[src/scs_pkg.sv]
// constants for the serial channel setup block
package scs_pkg;
	// ====================================================================
	// register byte offsets
	localparam logic [7:0] OFS_CLK_GATE   = 8'h00;
	localparam logic [7:0] OFS_PRESCALE   = 8'h04;
	localparam logic [7:0] OFS_MODE       = 8'h08;
	localparam logic [7:0] OFS_COMM       = 8'h0c;
	localparam logic [7:0] OFS_IRQ_STATUS = 8'h10;
	localparam logic [7:0] OFS_IRQ_MASK   = 8'h14;
	localparam logic [7:0] OFS_TRIGGER    = 8'h18;
	localparam logic [7:0] OFS_STATE      = 8'h1c;
	// ====================================================================
	// field positions
	localparam int GATE_UNIT_BIT  = 2;
	localparam int PRS_A_LSB      = 0;
	localparam int PRS_B_LSB      = 4;
	localparam int MODE_OPCLK_BIT = 15;
	localparam int MODE_XFER_BIT  = 14;
	localparam int MODE_TRIG_BIT  = 8;
	localparam int MODE_FLD_LSB   = 1;
	localparam int MODE_IRQ_BIT   = 0;
	localparam int COMM_TX_BIT    = 15;
	localparam int COMM_RX_BIT    = 14;
	localparam int COMM_EOC_BIT   = 10;
	localparam int COMM_PAR_LSB   = 8;
	localparam int COMM_DIR_BIT   = 7;
	localparam int COMM_STOP_LSB  = 4;
	localparam int COMM_LEN_LSB   = 0;
	localparam int IRQ_CHAN_BIT   = 0;
	localparam int IRQ_ERR_BIT    = 1;
	localparam int IRQ_START_BIT  = 2;
	// ====================================================================
	// reset values and writable masks
	localparam logic [7:0]  GATE_RST  = 8'h00;
	localparam logic [7:0]  GATE_WMSK = 8'hbd;
	localparam logic [15:0] PRS_RST   = 16'h0000;
	localparam logic [15:0] PRS_WMSK  = 16'h00ff;
	localparam logic [15:0] MODE_RST  = 16'h0020;
	localparam logic [15:0] MODE_WMSK = 16'hc107;
	localparam logic [15:0] MODE_FIX  = 16'h0020;
	localparam logic [15:0] COMM_RST  = 16'h0007;
	localparam logic [15:0] COMM_WMSK = 16'hf7b3;
	localparam logic [15:0] COMM_FIX  = 16'h0004;
	// ====================================================================
	// codes and counts
	localparam logic [1:0] MODE_CSI  = 2'h0;
	localparam logic [1:0] MODE_UART = 2'h1;
	localparam logic [1:0] MODE_IIC  = 2'h2;
	localparam logic [1:0] MODE_BAD  = 2'h3;
	localparam logic [1:0] LEN_9     = 2'h1;
	localparam logic [1:0] LEN_7     = 2'h2;
	localparam logic [1:0] LEN_8     = 2'h3;
	localparam logic [1:0] STOP_BAD  = 2'h3;
	localparam logic [3:0] PRS_MAX   = 4'hc;
endpackage

[src/scs_channel.sv]
// serial channel setup: clock gate, prescalers, mode and comm config
//
// Operation
// - unit clock gate bit stops or supplies the unit clock.
// - two 4-bit prescale codes, code k divides system clock by 2^k, k<=12.
// - mode bit 15 picks prescaled clock a (0) or b (1).
// - mode bit 14 picks divided op clock (0) or serial clock pin (1).
// - mode bit 8: software trigger only, or receive pin edge in UART.
// - mode field 00 clocked serial, 01 UART, 10 I2C, 11 forbidden.
// - mode bit 0: irq at transfer end (0) or buffer empty (1).
// - tx/rx enables: off, receive, transmit or full duplex.
// - comm bit 10 unmasks the channel error interrupt.
// - UART parity: none, zero unchecked, even, odd.
// - comm bit 7: msb first (0) or lsb first (1).
// - clocked serial length: 01 nine bits, 11 eight bits, others forbidden.
// - UART stop bits: none, one, two; 11 forbidden.
`timescale 1ns/1ps
module scs_channel #(
	parameter int PRESCALE_BITS = 12
) (
	input  wire logic        REF_CLK_IN,
	input  wire logic        RST_B_IN,
	input  wire logic [7:0]  ADDR_IN,
	input  wire logic [31:0] WDATA_IN,
	input  wire logic        WR_IN,
	input  wire logic        RD_IN,
	output logic      [31:0] RDATA_OUT,
	input  wire logic        SCK_IN,
	input  wire logic        RXD_IN,
	output logic             UNIT_CLK_EN_OUT,
	output logic             XFER_TICK_OUT,
	output logic             START_OUT,
	output logic             BUSY_OUT,
	output logic             TX_EN_OUT,
	output logic             RX_EN_OUT,
	output logic      [1:0]  MODE_OUT,
	output logic      [1:0]  PARITY_OUT,
	output logic             LSB_FIRST_OUT,
	output logic      [1:0]  STOP_BITS_OUT,
	output logic      [3:0]  WORD_BITS_OUT,
	output logic             ERROR_IRQ_OUT,
	output logic             IRQ_OUT
);
	// ====================================================================
	// state
	typedef struct packed {
		logic [7:0]               gate;
		logic [15:0]              prs;
		logic [15:0]              mode;
		logic [15:0]              comm;
		logic [2:0]               ists;
		logic [2:0]               imsk;
		logic [PRESCALE_BITS-1:0] pcnt;
		logic                     busy;
		logic [3:0]               bcnt;
		logic [3:0]               wbits;
		logic                     sck_d;
		logic                     rxd_d;
		logic                     cfg_err_d;
		logic                     tick;
		logic                     start;
		logic                     err_irq;
		logic                     irq;
		logic [31:0]              rdata;
	} scs_state_t;

	scs_state_t s_reg;
	scs_state_t s_next;
	logic       rst_meta_reg;
	logic       rst_sync_reg;

	// ====================================================================
	// helpers
	// one-cycle enable of a prescaled clock: all low k bits set
	function automatic logic prs_tick(input logic [3:0] code,
			input logic [PRESCALE_BITS-1:0] cnt);
		logic [PRESCALE_BITS-1:0] msk;
		logic [3:0]               k;
		k = (code > scs_pkg::PRS_MAX) ? scs_pkg::PRS_MAX : code;
		msk = ~({PRESCALE_BITS{1'b1}} << k);
		return (cnt & msk) == msk;
	endfunction

	// data bits per word from the length field
	function automatic logic [3:0] len_bits(input logic [1:0] len);
		case (len)
			scs_pkg::LEN_9: len_bits = 4'h9;
			scs_pkg::LEN_7: len_bits = 4'h7;
			default:        len_bits = 4'h8;
		endcase
	endfunction

	// ====================================================================
	// reset release through two flops
	always_ff @(posedge REF_CLK_IN or negedge RST_B_IN) begin
		if (!RST_B_IN) begin
			rst_meta_reg <= 1'b0;
			rst_sync_reg <= 1'b0;
		end else begin
			rst_meta_reg <= 1'b1;
			rst_sync_reg <= rst_meta_reg;
		end
	end

	// ====================================================================
	// decoded configuration
	logic       gate_on;
	logic       op_tick;
	logic       xfer_tick;
	logic       sck_rise;
	logic       rxd_fall;
	logic       sw_trig;
	logic       start_req;
	logic       cfg_err;
	logic       last_bit;
	logic [3:0] frame_bits;
	logic [1:0] mode_fld;
	logic [2:0] ev;

	always_comb begin
		gate_on  = s_reg.gate[scs_pkg::GATE_UNIT_BIT];
		mode_fld = s_reg.mode[scs_pkg::MODE_FLD_LSB +: 2];
		// op clock: prescaled clock a or b, stopped with the gate
		op_tick = gate_on && (s_reg.mode[scs_pkg::MODE_OPCLK_BIT]
			? prs_tick(s_reg.prs[scs_pkg::PRS_B_LSB +: 4], s_reg.pcnt)
			: prs_tick(s_reg.prs[scs_pkg::PRS_A_LSB +: 4], s_reg.pcnt));
		sck_rise = SCK_IN && !s_reg.sck_d;
		rxd_fall = !RXD_IN && s_reg.rxd_d;
		// pin clock is only honoured while the unit is clocked
		xfer_tick = gate_on && (s_reg.mode[scs_pkg::MODE_XFER_BIT]
			? sck_rise : op_tick);
		sw_trig = WR_IN && ADDR_IN == scs_pkg::OFS_TRIGGER && WDATA_IN[0];
		start_req = gate_on && (sw_trig
			|| (s_reg.mode[scs_pkg::MODE_TRIG_BIT]
			&& mode_fld == scs_pkg::MODE_UART && rxd_fall));
		// forbidden encodings flag a setup error
		cfg_err = mode_fld == scs_pkg::MODE_BAD
			|| (mode_fld == scs_pkg::MODE_CSI
			&& s_reg.comm[scs_pkg::COMM_LEN_LSB +: 2] != scs_pkg::LEN_9
			&& s_reg.comm[scs_pkg::COMM_LEN_LSB +: 2] != scs_pkg::LEN_8)
			|| (mode_fld == scs_pkg::MODE_UART
			&& s_reg.comm[scs_pkg::COMM_STOP_LSB +: 2] == scs_pkg::STOP_BAD);
		// UART frame adds start, parity and stop bits
		frame_bits = s_reg.wbits;
		if (mode_fld == scs_pkg::MODE_UART) begin
			frame_bits = 4'(s_reg.wbits + 4'h1
				+ {3'h0, s_reg.comm[scs_pkg::COMM_PAR_LSB +: 2] != 2'h0}
				+ {2'h0, s_reg.comm[scs_pkg::COMM_STOP_LSB +: 2]});
		end
		last_bit = 4'(s_reg.bcnt + 4'h1) >= frame_bits;
	end

	// ====================================================================
	// next state
	always_comb begin
		s_next = s_reg;
		ev     = 3'h0;
		s_next.sck_d     = SCK_IN;
		s_next.rxd_d     = RXD_IN;
		s_next.cfg_err_d = cfg_err;
		// counter frozen while the unit clock is stopped
		if (gate_on) begin
			s_next.pcnt = s_reg.pcnt + PRESCALE_BITS'(1);
		end
		s_next.tick  = xfer_tick;
		s_next.start = 1'b0;
		// register writes; fixed bits are forced
		if (WR_IN) begin
			case (ADDR_IN)
				scs_pkg::OFS_CLK_GATE:
					s_next.gate = WDATA_IN[7:0] & scs_pkg::GATE_WMSK;
				scs_pkg::OFS_PRESCALE:
					s_next.prs = WDATA_IN[15:0] & scs_pkg::PRS_WMSK;
				scs_pkg::OFS_MODE:
					s_next.mode = (WDATA_IN[15:0] & scs_pkg::MODE_WMSK)
						| scs_pkg::MODE_FIX;
				scs_pkg::OFS_COMM:
					s_next.comm = (WDATA_IN[15:0] & scs_pkg::COMM_WMSK)
						| scs_pkg::COMM_FIX;
				scs_pkg::OFS_IRQ_STATUS:
					s_next.ists = s_reg.ists & ~WDATA_IN[2:0];
				scs_pkg::OFS_IRQ_MASK:
					s_next.imsk = WDATA_IN[2:0];
				default: ;
			endcase
		end
		// transfer: needs at least one direction enabled
		if (!s_reg.busy) begin
			if (start_req && (s_reg.comm[scs_pkg::COMM_TX_BIT]
					|| s_reg.comm[scs_pkg::COMM_RX_BIT])) begin
				s_next.busy  = 1'b1;
				s_next.bcnt  = 4'h0;
				s_next.start = 1'b1;
				// word size latched at start so a rewrite cannot cut a word
				s_next.wbits = len_bits(
					s_reg.comm[scs_pkg::COMM_LEN_LSB +: 2]);
				ev[scs_pkg::IRQ_START_BIT] = 1'b1;
				// buffer drained into the shifter when transmitting
				if (s_reg.mode[scs_pkg::MODE_IRQ_BIT]
						&& s_reg.comm[scs_pkg::COMM_TX_BIT]) begin
					ev[scs_pkg::IRQ_CHAN_BIT] = 1'b1;
				end
			end
		end else if (xfer_tick) begin
			s_next.bcnt = s_reg.bcnt + 4'h1;
			if (last_bit) begin
				s_next.busy = 1'b0;
				// transfer end event
				if (!s_reg.mode[scs_pkg::MODE_IRQ_BIT]) begin
					ev[scs_pkg::IRQ_CHAN_BIT] = 1'b1;
				end
			end
		end
		if (cfg_err && !s_reg.cfg_err_d) begin
			ev[scs_pkg::IRQ_ERR_BIT] = 1'b1;
		end
		// set wins over a clear in the same cycle
		s_next.ists = s_next.ists | ev;
		// error line follows the error flag only when unmasked
		s_next.err_irq = cfg_err && s_reg.comm[scs_pkg::COMM_EOC_BIT];
		// new mask taken at once so the line never lags a mask write
		s_next.irq = |(s_next.ists & s_next.imsk);
		// read data stand one cycle; unmapped reads return zero
		s_next.rdata = 32'h0;
		if (RD_IN) begin
			case (ADDR_IN)
				scs_pkg::OFS_CLK_GATE:   s_next.rdata = {24'h0, s_reg.gate};
				scs_pkg::OFS_PRESCALE:   s_next.rdata = {16'h0, s_reg.prs};
				scs_pkg::OFS_MODE:       s_next.rdata = {16'h0, s_reg.mode};
				scs_pkg::OFS_COMM:       s_next.rdata = {16'h0, s_reg.comm};
				scs_pkg::OFS_IRQ_STATUS: s_next.rdata = {29'h0, s_reg.ists};
				scs_pkg::OFS_IRQ_MASK:   s_next.rdata = {29'h0, s_reg.imsk};
				scs_pkg::OFS_STATE:
					s_next.rdata = {24'h0, s_reg.bcnt, 1'b0, cfg_err,
						gate_on, s_reg.busy};
				default:                 s_next.rdata = 32'h0;
			endcase
		end
	end

	// ====================================================================
	// state register
	always_ff @(posedge REF_CLK_IN or negedge rst_sync_reg) begin
		if (!rst_sync_reg) begin
			// edge detectors start at the idle-high pin level: no false edge
			s_reg <= '{gate: scs_pkg::GATE_RST, prs: scs_pkg::PRS_RST,
				mode: scs_pkg::MODE_RST, comm: scs_pkg::COMM_RST,
				wbits: 4'h8, sck_d: 1'b1, rxd_d: 1'b1, default: '0};
		end else begin
			s_reg <= s_next;
		end
	end

	// ====================================================================
	// outputs, all straight from the state flops
	assign RDATA_OUT       = s_reg.rdata;
	assign UNIT_CLK_EN_OUT = s_reg.gate[scs_pkg::GATE_UNIT_BIT];
	assign XFER_TICK_OUT   = s_reg.tick;
	assign START_OUT       = s_reg.start;
	assign BUSY_OUT        = s_reg.busy;
	assign TX_EN_OUT       = s_reg.comm[scs_pkg::COMM_TX_BIT];
	assign RX_EN_OUT       = s_reg.comm[scs_pkg::COMM_RX_BIT];
	assign MODE_OUT        = s_reg.mode[scs_pkg::MODE_FLD_LSB +: 2];
	assign PARITY_OUT      = s_reg.comm[scs_pkg::COMM_PAR_LSB +: 2];
	assign LSB_FIRST_OUT   = s_reg.comm[scs_pkg::COMM_DIR_BIT];
	assign STOP_BITS_OUT   = s_reg.comm[scs_pkg::COMM_STOP_LSB +: 2];
	assign WORD_BITS_OUT   = s_reg.wbits;
	assign ERROR_IRQ_OUT   = s_reg.err_irq;
	assign IRQ_OUT         = s_reg.irq;

	// ====================================================================
	// checks
	property p_gate_stops;
		@(posedge REF_CLK_IN) disable iff (!rst_sync_reg)
		!gate_on |=> !s_reg.tick && $stable(s_reg.pcnt);
	endproperty
	a_gate_stops: assert property (p_gate_stops)
		else $error("tick or prescaler moved with the unit clock stopped");

	property p_div_one;
		@(posedge REF_CLK_IN) disable iff (!rst_sync_reg)
		gate_on && s_reg.prs[3:0] == 4'h0
			&& !s_reg.mode[15] && !s_reg.mode[14] |=> s_reg.tick;
	endproperty
	a_div_one: assert property (p_div_one)
		else $error("code zero did not tick every cycle");

	property p_div_two_b;
		@(posedge REF_CLK_IN) disable iff (!rst_sync_reg)
		gate_on && s_reg.mode[15] && !s_reg.mode[14]
			&& s_reg.prs[7:4] == 4'h1 && $stable(s_reg.prs)
			&& $stable(s_reg.mode) && $stable(gate_on)
			|=> !(s_reg.tick && $past(s_reg.tick));
	endproperty
	a_div_two_b: assert property (p_div_two_b)
		else $error("clock b at code one ticked twice in a row");

	property p_pin_clock;
		@(posedge REF_CLK_IN) disable iff (!rst_sync_reg)
		gate_on && s_reg.mode[14] |=> s_reg.tick == $past(sck_rise);
	endproperty
	a_pin_clock: assert property (p_pin_clock)
		else $error("pin clock selected but tick not from pin edge");

	property p_no_hw_trig;
		@(posedge REF_CLK_IN) disable iff (!rst_sync_reg)
		!s_reg.mode[8] && !sw_trig |=> !s_reg.start;
	endproperty
	a_no_hw_trig: assert property (p_no_hw_trig)
		else $error("start without software trigger");

	property p_bad_mode;
		@(posedge REF_CLK_IN) disable iff (!rst_sync_reg)
		s_reg.mode[2:1] == 2'h3 && !s_reg.cfg_err_d |=> s_reg.ists[1];
	endproperty
	a_bad_mode: assert property (p_bad_mode)
		else $error("forbidden mode did not flag an error");

	property p_end_irq;
		@(posedge REF_CLK_IN) disable iff (!rst_sync_reg)
		s_reg.busy && xfer_tick && last_bit && !s_reg.mode[0]
			|=> !s_reg.busy && s_reg.ists[0];
	endproperty
	a_end_irq: assert property (p_end_irq)
		else $error("transfer end did not raise the channel event");

	property p_no_dir;
		@(posedge REF_CLK_IN) disable iff (!rst_sync_reg)
		!s_reg.busy && s_reg.comm[15:14] == 2'h0 |=> !s_reg.busy;
	endproperty
	a_no_dir: assert property (p_no_dir)
		else $error("transfer began with communication disabled");

	property p_err_mask;
		@(posedge REF_CLK_IN) disable iff (!rst_sync_reg)
		!s_reg.comm[10] |=> !s_reg.err_irq;
	endproperty
	a_err_mask: assert property (p_err_mask)
		else $error("error interrupt raised while masked");

	property p_len_nine;
		@(posedge REF_CLK_IN) disable iff (!rst_sync_reg)
		!s_reg.busy && start_req && s_reg.comm[15]
			&& s_reg.comm[1:0] == 2'h1 |=> s_reg.wbits == 4'h9;
	endproperty
	a_len_nine: assert property (p_len_nine)
		else $error("length code one did not give nine bits");
endmodule

[config.mk]
export PLATFORM = sky130hd
export DESIGN_NAME = scs_channel
export DESIGN_NICKNAME = d
export VERILOG_FILES = /design/src/scs_pkg.sv /design/src/scs_channel.sv
export SDC_FILE = /design/constraint.sdc
export NUM_CORES = 1
export LEC_CHECK = 0
export ABC_AREA = 1
export BUFFER_PORTS_ARGS = -buffer_cell sky130_fd_sc_hd__buf_2
export CAP_MARGIN = 20
export CORE_MARGIN = 2
export CORE_UTILIZATION = 59
export DETAILED_ROUTE_END_ITERATION = 8
export PLACE_DENSITY = 0.89
export SLEW_MARGIN = 10
export SYNTH_ARGS = -nofsm -noshare
export SYNTH_HDL_FRONTEND = slang
export SYNTH_SLANG_ARGS = --single-unit
export TNS_END_PERCENT = 5
[constraint.sdc]
create_clock -name REF_CLK_IN -period 4.5 [get_ports REF_CLK_IN]
set_input_delay 0.45 -clock REF_CLK_IN [delete_from_list [all_inputs] [get_ports REF_CLK_IN]]
set_output_delay 0.45 -clock REF_CLK_IN [all_outputs]
set_load 0.05 [all_outputs]
==> results.json <==
{
  "synth_seq_area_share_pct": 46.4,
  "synth_top_area_share_pct": 43.4,
  "use_met2_pct": 42.3,
  "gp_congestion": 0.932,
  "max_stage_delay_ps": 430,
  "synth.area.top_cells": "dfrtp_1, nand2_1, buf_4",
  "postLayoutCoreUtil_pct": 66.0,
  "powerDensity_mw_per_mm2": 323,
  "fillers": 598,
  "synthFlopType": "dfrtp_1",
  "final_area_mm2": 0.00479,
  "cts_sinks": 82,
  "core-area_mm2": 0.00725,
  "worst_pin_slew_ps": 990,
  "placed_area_mm2": 0.00458,
  "drive_gt1_share_pct": 19.8,
  "cp.required_ps": 4770,
  "grt_max_degree": 81,
  "peakVddDrop_mv": 0.239,
  "cp_top_family": "adder cells",
  "grt_pass1_wl_um": 16200,
  "max_freq_ghz": 0.334,
  "grt_use_met1_pct": 30.8,
  "status": "completed",
  "layout_min_cycle_time_ps": 3000,
  "ant_nets": 0,
  "maxCapViolations": 0,
  "io_pins": 97,
  "start_util_pct": 61.2,
  "cts_root_buf": "clkbuf_8",
  "die_h_um": 90.8,
  "cts_buffer_depth": 2,
  "finalPower_uw": 1540,
  "viasPerCell": 5.35,
  "cpMaxStageDelayCell": "fa_1",
  "worst-path-buf-inv": 5,
  "final.setup_skew_ps": 9.91,
  "post_cts_buffers": 0,
  "die-area_mm2": 0.00824,
  "worstPathCellList": "nor2_1 > ha_1 > inv_1 > ha_1 > inv_1 > fa_1 > o21ai_0 > inv_1 > ha_1 > inv_1 > nor2_1 > o211ai_1 > nand3_1 > nand2_1 > inv_1 > nand4_1 > nand2_1 > nand2_1 > nand2_1",
  "drc_errors": 0,
  "syn_area_mm2": 0.00444,
  "postSynthCellCount": 531,
  "synth-seq-cells": 82,
  "hold_violations": 0,
  "cts_buffers": 9,
  "async_reset_ff_share_pct": 100,
  "end_kind": "register",
  "drt_pass1_iterations": 5,
  "synth_top_cell_by_area": "dfrtp_1",
  "synth_cell_types": 42,
  "die_x_um": 90.8,
  "grt-busiest-layer": "met2",
  "grt_pass1_vias": 3483,
  "synth_area_per_cell_um2": 8.36,
  "area.growth.synth_to_final_pct": 7.83,
  "drt-total-wl_um": 9780,
  "largest_reg_flops": 47,
  "cts_max_level": 3,
  "tns_ps": 0,
  "cts_tree": "done",
  "vias": 3617,
  "worst_setup_path_start_kind": "register",
  "wl_per_cell_um": 14.5,
  "synth_edf_count": 0,
  "setup_violations": 0,
  "overflow": 0,
  "cpMostUsedCell": "inv_1",
  "port_buffers": 62,
  "path_clk_slew_ps": 100,
  "gr-usage-met3_pct": 4.26,
  "rsz0062_at_grt": "false",
  "grt_use_total_pct": 24.8,
  "antenna_found_initial": 0,
  "drt_iter0_drc": 238,
  "cellLeakagePower_uw": 0.00258,
  "hold_path_class": "in -> reg",
  "cts.repair.resized": 0,
  "ctsHoldBuffers": 1,
  "report.final.slew_viol_count": 0,
  "yosys_warnings": 0,
  "num_antenna_cells": 0,
  "fin_crit_sh_pct": 66.6,
  "critPathMaxFanout": 4,
  "row_count": 31,
  "post-dp-hpwl_um": 7440,
  "worstSetupPathType": "reg -> reg",
  "clk-insertion-delay-late_ps": 370,
  "fin_nets": 634,
  "crit_arrival_ps": 3270,
  "max_slew_margin_pct": 34.0
}
cell families (layout without fill, tap and decap cells):
kind of cell / Yosys count / after routing / share of synthesized area (%)
AO/OA/AOI/OAI: 79 / 79 / 9.92
XOR/XNOR: 15 / 15 / 2.96
adder cells (fa/ha/maj): 16 / 16 / 4.68
buffers and inverters: 125 / 155 / 14.5
flip-flops: 82 / 82 / 46.4
other: 2 / 18 / 0.169
AND/OR/NAND/NOR: 212 / 212 / 21.4
layer usage:
layer / up-vias / part of all wire, %
met5: - / 0
met4: 0 / 3.0
met3: 34 / 5.2
met2: 142 / 50
met1: 1732 / 42
li1: 1709 / -
final cells by class:
class / count / area (um2) / area share (%)
flip-flops and latches: 82 / 2060 / 43.1
multi-input cells: 340 / 1800 / 37.5
repair buffers: 63 / 320 / 6.69
inverters: 76 / 292 / 6.09
clock buffers: 9 / 124 / 2.59
well taps: 99 / 124 / 2.59
clock inverters: 7 / 70.1 / 1.46
metrics by stage:
| step | hold slack, ps | setup slack [ps] | cells |
|---|---|---|---|
| floorplan | 154 | 1930 | 547 |
| global placement | 238 | 1630 | 659 |
| detailed placement | 242 | 1520 | 659 |
| CTS | 182 | 1520 | 676 |
| global route | 178 | 1330 | 676 |
| finish | 189 | 1500 | 676 |
power breakdown:
| part | internal [uW] | switching (uW) | total, uW | leakage [uW] |
|---|---|---|---|---|
| clock | 215 | 304 | 520 | 0.0000955 |
| combinational | 56.2 | 146 | 202 | 0.00143 |
| sequential | 772 | 51.6 | 823 | 0.00106 |
synth_stat cells (2+ instances only):
| master | count |
|---|---|
| nand2_1 | 127 |
| dfrtp_1 | 77 |
| inv_1 | 66 |
| buf_4 | 42 |
| nor2_1 | 31 |
| o21ai_0 | 29 |
| nand3_1 | 22 |
| o21ai_1 | 18 |
| a21oi_1 | 17 |
| ha_1 | 15 |
| xor2_1 | 13 |
| nand4_1 | 10 |
| inv_2 | 8 |
| nand2_2 | 7 |
| dfstp_2 | 5 |
| buf_2 | 4 |
| nor2_2 | 4 |
| a221oi_1 | 3 |
| nor3_1 | 3 |
| o221ai_1 | 3 |
| clkbuf_1 | 2 |
| conb_1 | 2 |
| nand3_2 | 2 |
| nor2_4 | 2 |
| xnor2_1 | 2 |
worst paths after layout:
kind | startpoint | endpoint | slack, ps | cells after the start
setup / recovery | PARITY_OUT[0] | IRQ_OUT | 1500 | 19
hold / removal | RXD_IN | s_reg[37] | 190 | 1
setup reg to reg | PARITY_OUT[0] | IRQ_OUT | 1500 | 19
hold reg to reg | rst_meta_reg | rst_sync_reg | 370 | 0
max in group asynchronous | rst_sync_reg | s_reg[117] | 3360 | 0
min in group asynchronous | RST_B_IN | rst_sync_reg | 390 | 2
cell usage in the layout, fill, tap and decap left out, types with 4 or more instances in the layout:
master and n:
clkbuf_8 9, nor2_1 31, buf_2 62, nand2_1 127, nor2_2 4, inv_2 8, o21ai_0 29, conb_1 18
xor2_1 13, nand4_1 10, ha_1 15, nand2_2 7, a21oi_1 17, dfstp_2 5, nand3_1 22, dfrtp_1 76
inv_1 66, o21ai_1 18
Note: power is estimated with default switching activity, not from simulation.
